File: config.mk
export PLATFORM = sky130hd
export DESIGN_NAME = spds_sequencer_flat
export DESIGN_NICKNAME = d
export VERILOG_FILES = /design/src/hdl/spds_pkg.sv /design/src/hdl/spds_link_if.sv /design/src/hdl/spds_sequencer.sv /design/src/flat_wrapper.sv
export VERILOG_INCLUDE_DIRS = /design/src /design/src/hdl
export SDC_FILE = /design/constraint.sdc
export NUM_CORES = 1
export LEC_CHECK = 0
export ABC_AREA = 1
export BUFFER_PORTS_ARGS = -buffer_cell sky130_fd_sc_hd__buf_2
export CAP_MARGIN = 20
export CORE_MARGIN = 2
export CORE_UTILIZATION = 40
export CTS_CLUSTER_SIZE = 12
export DETAILED_ROUTE_END_ITERATION = 10
export GPL_TIMING_DRIVEN = 0
export PLACE_DENSITY = 0.84
export SYNTH_ARGS = -nofsm -noshare
export SYNTH_HDL_FRONTEND = slang
export SYNTH_SLANG_ARGS = --single-unit
File: constraint.sdc
create_clock -name clk -period 1.83 [get_ports clk]
set_clock_uncertainty 0.05 [all_clocks]
set_input_delay 0.183 -clock clk [delete_from_list [all_inputs] [get_ports clk]]
set_output_delay 0.183 -clock clk [all_outputs]
set_load 0.03 [all_outputs]
File: src/hdl/spds_defines.svh
/*
 Constants for the shutdown power-down sequencer and its partner end.
 Assumes inclusion by bare name from both ends and the package.
*/
// Contract
// - Decode fmt3, opcode 110110, opf 010000000
// - Wait until bus and cache idle
// - Then send request to clock generator
// - Internal reset held exactly 19 clocks
// - Then stop clock and PLL, clock high
// - Power-down output rises with internal reset
// - Partner resets, stops clock, cache standby
// - External clock stops only after power-down
// - Inputs held at reset levels while down
// - Non-privileged execution traps, no sequence
// - Software saves state, shutdown issued last
`ifndef SPDS_DEFINES_SVH
`define SPDS_DEFINES_SVH
`define SPDS_FMT_HI 31
`define SPDS_FMT_LO 30
`define SPDS_FMT3 2'h2
`define SPDS_PRIMARY_OPCODE_FIELD_HI 24
`define SPDS_PRIMARY_OPCODE_FIELD_LO 19
`define SPDS_PRIMARY_OPCODE_FIELD_SHUTDOWN 6'h36
`define SPDS_OPF_HI 13
`define SPDS_OPF_LO 5
`define SPDS_OPF_SHUTDOWN 9'h080
`define SPDS_RESET_CLOCKS 5'h13
`define SPDS_CNT_W 5
`define SPDS_CNT_ONE 5'h01
`define SPDS_PARTNER_RESET_CLOCKS 5'h13
`endif

File: src/hdl/spds_pkg.sv
/*
 Types shared by both ends of the sequencer.
 Assumes spds_defines.svh is on the include path.
*/
`include "spds_defines.svh"
package spds_pkg;
	typedef enum logic [2:0] {
		SPDS_RUN,
		SPDS_DRAIN,
		SPDS_REQ,
		SPDS_RESET,
		SPDS_STOPPED
	} spds_state_t;
	typedef enum logic [1:0] {
		SPDS_P_RUN,
		SPDS_P_RESET,
		SPDS_P_STOPPED
	} spds_pstate_t;
endpackage

File: src/hdl/spds_link_if.sv
/*
 Link between the processor's sequencer and the data-buffer and cache partner.
 Assumes both ends share clk; the testbench instantiates it.
*/
`timescale 1ns/1ns
interface spds_link_if;
	logic external_power_down_out;
	modport device (output external_power_down_out);
	modport partner (input external_power_down_out);
endinterface

File: src/hdl/spds_sequencer.sv
/*
 Processor end: decodes the shutdown instruction, drains outstanding traffic,
 then runs the clock generator's reset and clock-stop sequence.
 Assumes the pipeline presents one instruction per issue strobe and reports
 bus and cache activity as same-clock levels.
*/
`timescale 1ns/1ns
`include "spds_defines.svh"
module spds_sequencer (
	// Clock, reset, enable
	input wire logic clk,
	input wire logic rst_n,
	input wire logic clk_en,
	// Instruction issue
	input wire logic issue_valid,
	input wire logic [31:0] issue_instr,
	input wire logic privileged,
	// Outstanding traffic
	input wire logic sysbus_busy,
	input wire logic ecache_busy,
	// Pipeline status
	output logic priv_trap,
	output logic shutdown_busy,
	// Clock generator view
	output logic clkgen_req,
	output logic internal_reset,
	output logic core_clk_gate_high,
	output logic pll_stop,
	// Link to partner
	spds_link_if.device link
);
	spds_pkg::spds_state_t state, next_state;
	logic [`SPDS_CNT_W-1:0] count, next_count;
	logic next_trap;
	logic is_shutdown;

	// Other register fields are ignored
	assign is_shutdown = issue_valid
		&& issue_instr[`SPDS_FMT_HI:`SPDS_FMT_LO] == `SPDS_FMT3
		&& issue_instr[`SPDS_PRIMARY_OPCODE_FIELD_HI:`SPDS_PRIMARY_OPCODE_FIELD_LO]
			== `SPDS_PRIMARY_OPCODE_FIELD_SHUTDOWN
		&& issue_instr[`SPDS_OPF_HI:`SPDS_OPF_LO] == `SPDS_OPF_SHUTDOWN;

	always_comb
	begin
		next_state = state;
		next_count = count;
		next_trap = 1'b0;
		unique case (state)
			spds_pkg::SPDS_RUN:
			begin
				if (is_shutdown && !privileged)
					next_trap = 1'b1;
				else if (is_shutdown)
					next_state = spds_pkg::SPDS_DRAIN;
			end
			spds_pkg::SPDS_DRAIN:
			begin
				if (!sysbus_busy && !ecache_busy)
					next_state = spds_pkg::SPDS_REQ;
			end
			spds_pkg::SPDS_REQ:
			begin
				next_state = spds_pkg::SPDS_RESET;
				next_count = `SPDS_CNT_ONE;
			end
			spds_pkg::SPDS_RESET:
			begin
				if (count == `SPDS_RESET_CLOCKS)
					next_state = spds_pkg::SPDS_STOPPED;
				else
					next_count = `SPDS_CNT_W'(count + `SPDS_CNT_ONE);
			end
			spds_pkg::SPDS_STOPPED:
				next_state = spds_pkg::SPDS_STOPPED;
		endcase
	end

	always_ff @(posedge clk or negedge rst_n)
	begin
		if (!rst_n)
		begin
			state <= spds_pkg::SPDS_RUN;
			count <= '0;
			priv_trap <= 1'b0;
		end
		else if (clk_en)
		begin
			state <= next_state;
			count <= next_count;
			priv_trap <= next_trap;
		end
	end

	assign shutdown_busy = state != spds_pkg::SPDS_RUN;
	assign clkgen_req = state == spds_pkg::SPDS_REQ;
	assign internal_reset = state == spds_pkg::SPDS_RESET;
	// Power-down output rises with internal reset and stays up
	assign link.external_power_down_out = internal_reset
		|| state == spds_pkg::SPDS_STOPPED;
	// Clock parked high, so the last core edge is a rising one
	assign core_clk_gate_high = state == spds_pkg::SPDS_STOPPED;
	assign pll_stop = state == spds_pkg::SPDS_STOPPED;
endmodule

File: src/flat_wrapper.sv
// flat-port wrapper written by rule: the top's interface ports become plain ports
module spds_sequencer_flat 
  (clk, rst_n, clk_en, issue_valid, issue_instr, privileged, sysbus_busy, ecache_busy, priv_trap, shutdown_busy, clkgen_req, internal_reset, core_clk_gate_high, pll_stop, link_external_power_down_out);
  spds_link_if link_i ();
  input wire logic clk;
  input wire logic rst_n;
  input wire logic clk_en;
  input wire logic issue_valid;
  input wire logic [31:0] issue_instr;
  input wire logic privileged;
  input wire logic sysbus_busy;
  input wire logic ecache_busy;
  output logic priv_trap;
  output logic shutdown_busy;
  output logic clkgen_req;
  output logic internal_reset;
  output logic core_clk_gate_high;
  output logic pll_stop;
  output wire logic [$bits(link_i.external_power_down_out)-1:0] link_external_power_down_out;
  assign link_external_power_down_out = link_i.external_power_down_out;
  spds_sequencer u_core (.clk(clk), .rst_n(rst_n), .clk_en(clk_en), .issue_valid(issue_valid), .issue_instr(issue_instr), .privileged(privileged), .sysbus_busy(sysbus_busy), .ecache_busy(ecache_busy), .priv_trap(priv_trap), .shutdown_busy(shutdown_busy), .clkgen_req(clkgen_req), .internal_reset(internal_reset), .core_clk_gate_high(core_clk_gate_high), .pll_stop(pll_stop), .link(link_i));
endmodule
# --- Yosys cells after proc, flatten, opt, wreduce, memory -nomap -nowiden ---
# Index checks and enable logic that the tools add are counted.
classes:
  muxes: 9
  n_eq_ne: 13
  add_sub_neg: 1
  n_reduce_logical: 14
ops:
  columns: ["op", "count"]
  rows:
  - ["one-hot mux 3 bit (5 select lines)", 1]
  - ["two-way mux 3 bit", 4]
  - ["one-hot mux 5 bit (2 select lines)", 1]
  - ["equality test 9 x 8 -> 1 bit, second input constant", 1]
  - ["equality test 3 x 2 -> 1 bit, second input constant", 2]
  - ["equality test 6 bit, second input constant", 1]
  - ["inequality test 2 bit, second input constant", 3]
  - ["adder 5 x 1 -> 5 bit, second input constant", 1]
  - ["equality test 5 bit, second input constant", 1]
  - ["logical AND 1 bit", 5]
  - ["two-way mux 5 bit", 1]
  - ["AND reduction 5 bit", 1]
  - ["inequality test 2 x 1 -> 1 bit, second input constant", 2]
  - ["equality test 3 x 1 -> 1 bit, second input constant", 1]
  - ["equality test 3 bit, second input constant", 1]
  - ["logical NOT 1 bit", 3]
  - ["logical NOT 3 bit", 1]
  - ["AND reduction 3 bit", 1]
  - ["nonzero test 3 bit", 1]
  - ["equality test 2 bit, second input constant", 1]
  - ["two-way mux 1 bit", 2]
  - ["nonzero test 2 bit", 1]
  - ["logical OR 1 bit", 1]
totals:
  regBits: 9
  elab_cells: 40
  out_inout_bits: 7
  in_bits: 39

# --- Longest topological paths before layout ---
logic_depth:
  depth_word: 7
  ltp_mapped: 9
  ltp_nobuf: 9

# --- Worst setup path after synthesis ---
# OpenSTA, ideal clock, no wires.
synth_timing:
  path_kind: "flip-flop to flip-flop"
  from: "reg u_core.state[0]"
  to: "reg u_core.state[2]"
  required_time_ns: 1.714
  n_path_buf: 1
  setup_ns: 0.066
  path_slack_ns: -0.169
  t_arrival_ns: 1.884
  period_less_slack_ns: 1.999
  stages_incl_launch_ff: 6
  path_cell_list: "dfrtp_1 -> buf_4 -> nor3_1 -> or2_1 -> nand3_1 -> nand2_1"
synth_via:
  elab_cells_between_ends: 11
  classes_between: "8 x eq/ne; 1 x mux; 2 x reduce/logical"
synth_lines:
  columns: ["element", "line", "rtl"]
  rows:
  - ["start: declaration", "spds_sequencer.sv:32", "spds_pkg::spds_state_t state, next_state;"]
  - ["start signal: assignment", "spds_sequencer.sv:83", "state <= spds_pkg::SPDS_RUN;"]
  - ["start signal: assignment", "spds_sequencer.sv:89", "state <= next_state;"]
  - ["equality test 3 bit", null, null]
  - ["named net core_clk_gate_high", "flat_wrapper.sv:17", "output logic core_clk_gate_high;"]
  - ["one-hot mux 3 bit (5 select lines)", "spds_sequencer.sv:49", "unique case (state)"]
# The timed path passes the listed nets, and every way through them passes these cells.
# A chain may end at the register's enable or synchronous reset.

# --- Final worst setup path ---
layout_timing:
  from: "reg u_core.state[2]"
  to: "out link_external_power_down_out"
layout_via:
  elab_chain_cells: 2
  elab_cells_between_ends: 3
  classes_between: "2 x eq/ne; 1 x reduce/logical"
layout_lines:
  columns: ["element", "line", "rtl"]
  rows:
  - ["equality test 3 x 2 -> 1 bit or equality test 3 bit (tied branches)", "spds_sequencer.sv:97, spds_sequencer.sv:100", null]
  - ["logical OR 1 bit (*)", "spds_sequencer.sv:100", "|| state == spds_pkg::SPDS_STOPPED;"]
  - ["end: declaration", "flat_wrapper.sv:19", "output wire logic [$bits(link_i.external_power_down_out)-1:0] link_external_power_down_out;"]
# Mark *: on every way between the ends. The rest lies on a longest branch, timed or not.

==> impl_metrics.ini <==
[yosys]
ys_top_cells_by_count = 24 x nand2_1, 12 x nand3_1, 9 x dfrtp_1
synth-async-reset-ratio_pct = 100
yosysWarnings = 0
yosysMostFrequentCell = nand2_1
synthFlopType = dfrtp_1
netlist_instances = 91
seq_area_frac_synth_pct = 33.8
synth_edf_count = 0
synthTopCellsByArea = dfrtp_1 34%, nand2_1 14%, nand3_1 9.0%
syn_nets = 131
yosysTopAreaCellShare_pct = 33.8
ys_ff_latch = 9
syn_area_per_cell_um2 = 7.31
synth_area_leader_cell = dfrtp_1
ys_types = 27
synth_area_um2 = 666

[critical_path]
crit_chain = inv_2, nand2_4, nor2_8, or2_1, buf_2
end_kind = output pin
path_class = register to output pin
cpMaxStageDelayCell = dfrtp_1
cp_max_fo = 8
crit_path_start_kind = register
critPathArrivalTime_ns = 1.40
max_stage_delay_ns = 0.41
crit_required_ns = 1.60

[layout]
fin_util_pct = 56.9
area_growth_pct = 31.8
n_antenna_cell = 0
final_nets = 167
drive_gt1_share_pct = 39.7
fin_area_um2 = 877

[sta]
slew_headroom_pct = 81.8
finalHoldViolCount = 0
worst_slew_pin_slew_ns = 0.273
fin_crit_ns = 1.63
tns_ns = 0
drv_slew = 0
final.period_utilization_pct = 89.1
rsz0062_at_grt = no
fmax_mhz = 613
hold_ws_ns = 0.164
setup_violations = 0
fin_ws_ns = 0.199

[floorplanning]
start_util_pct = 43.2
die_area_um2 = 2010
die_y_um = 44.8
rows = 14
core-area_um2 = 1540
die_width_um = 44.8
io_pins = 46

[pwr]
ir_worst_vdd_uv = 485
power.density_nw_per_um2 = 709
leakage_nw = 0.526

[place]
dp_hpwl_mm = 1.23
post_dp_cell_area_um2 = 841
dpl_worst_slack_ns = 0.431
port_buffers = 30
gp_congestion = 0.724

[drt]
vias = 693
drt-total-wl_mm = 1.52
dr.pass1.iters = 4
wl_per_cell_um = 10.7
vias_per_cell = 4.88
drt_iter0_markers = 8
ant_nets = 0
route.detailed.drc = 0

[grt]
antenna_found_initial = 0
grt_pass1_wl_mm = 2.63
grt.total_usage_pct = 17.8
grt_pass1_vias = 693
grt_max_degree = 10
grt.overflow.total = 0

[cts]
h-tree-depth = 1
clk_path_buf_depth = 2
numCtsBuffers = 3
cts_resized = 0
insertion_delay_ns = 0.26
cts_tree = done
clkSlewWorstSetupHoldPaths_ns = 0.06
clkSinkCount = 9
root_buffer = clkbuf_4

[status]
outcome = finished, final reports clean

[min_path]
worstHoldPathType = input pin to register

[job]
max_cap_viol_count = 0
[per-layer routing]
metal,global-route usage [%],vias up,routed length [um]
met1,20.3,315,670
met4,1.76,0,8
met2,32.2,10,772
met3,7.20,2,62
met5,0,-,0
li1,-,366,-
[registers in the layout, summed over array words and instances (netlist names)]
signal and count:
u_core.count 5, u_core.state 3, u_core.priv_trap 1
[worst max-delay path: cells and delay by family (launching register included)]
family        cells  cell delay, ns
buf+inv           2            0.32
flops             1            0.41
simple gates      3            0.41
[area by class of cell]
cell class | instances | area (um^2)
Buffer | 2 | 15.0
Clock buffer | 4 | 26.3
Fill cell | 160 | 664
Inverter | 10 | 38.8
Multi-Input combinational cell | 70 | 392
Sequential cell | 9 | 225
Tap cell | 16 | 20.0
Timing Repair Buffer | 31 | 160
[final timing paths]
path / slack, ns / cells after the start / to / start
setup reg to reg: 0.42 / 8 / u_core.state[2] / u_core.count[0]
max in group asynchronous: 1.30 / 2 / u_core.count[1] / rst_n
hold / removal: 0.16 / 4 / u_core.priv_trap / privileged
setup / recovery: 0.20 / 5 / link_external_power_down_out / u_core.state[2]
min in group asynchronous: 0.25 / 2 / u_core.count[3] / rst_n
hold reg to reg: 0.48 / 2 / u_core.priv_trap / u_core.priv_trap
[kinds of logic (layout without fill, tap and decap cells)]
logic type	Yosys count	count (layout)	synth area share, %
and+or+nand+nor	63	63	50.2
DFF	9	9	33.8
xor gates and xnor gates	1	1	1.32
buffers and inverters	12	47	8.08
adders and majority gates	1	1	1.88
AOI/OAI and AO/OA	5	5	4.70
[report_power, final]
part | switching [mW] | total [mW] | internal, mW
clock | 0.0664 | 0.150 | 0.0838
combinational | 0.156 | 0.244 | 0.0875
sequential | 0.0127 | 0.228 | 0.215
[placed cells by master (no fill, tap or decap), types with 2 or more instances in the layout]
cell and n:
nor3_1 2, o22ai_1 2, nor2_1 8, nand3_1 12, buf_2 30, nand2_2 3
clkbuf_4 3, nor3_2 2, nand2_1 24, inv_1 8, nand4_1 2, dfrtp_1 9
buf_4 2, nor2_2 2
[per-stage QoR]
stage | total power, mW | std cells
2_1_floorplan | 0.409 | 91
3_3_place_gp | 0.468 | 137
3_5_place_dp | 0.476 | 137
4_1_cts | 0.629 | 142
5_1_grt | 0.676 | 142
6_report | 0.622 | 142
[timing repair]
| action | 4_1_cts | 5_1_grt |
|---|---|---|
| hold endpoints to repair | 9 | 0 |
| buffers inserted | 0 | 0 |
| endpoints found under the setup margin | 0 | 0 |
| hold buffers | 1 | 0 |
Note: power is estimated with default switching activity, not from simulation.
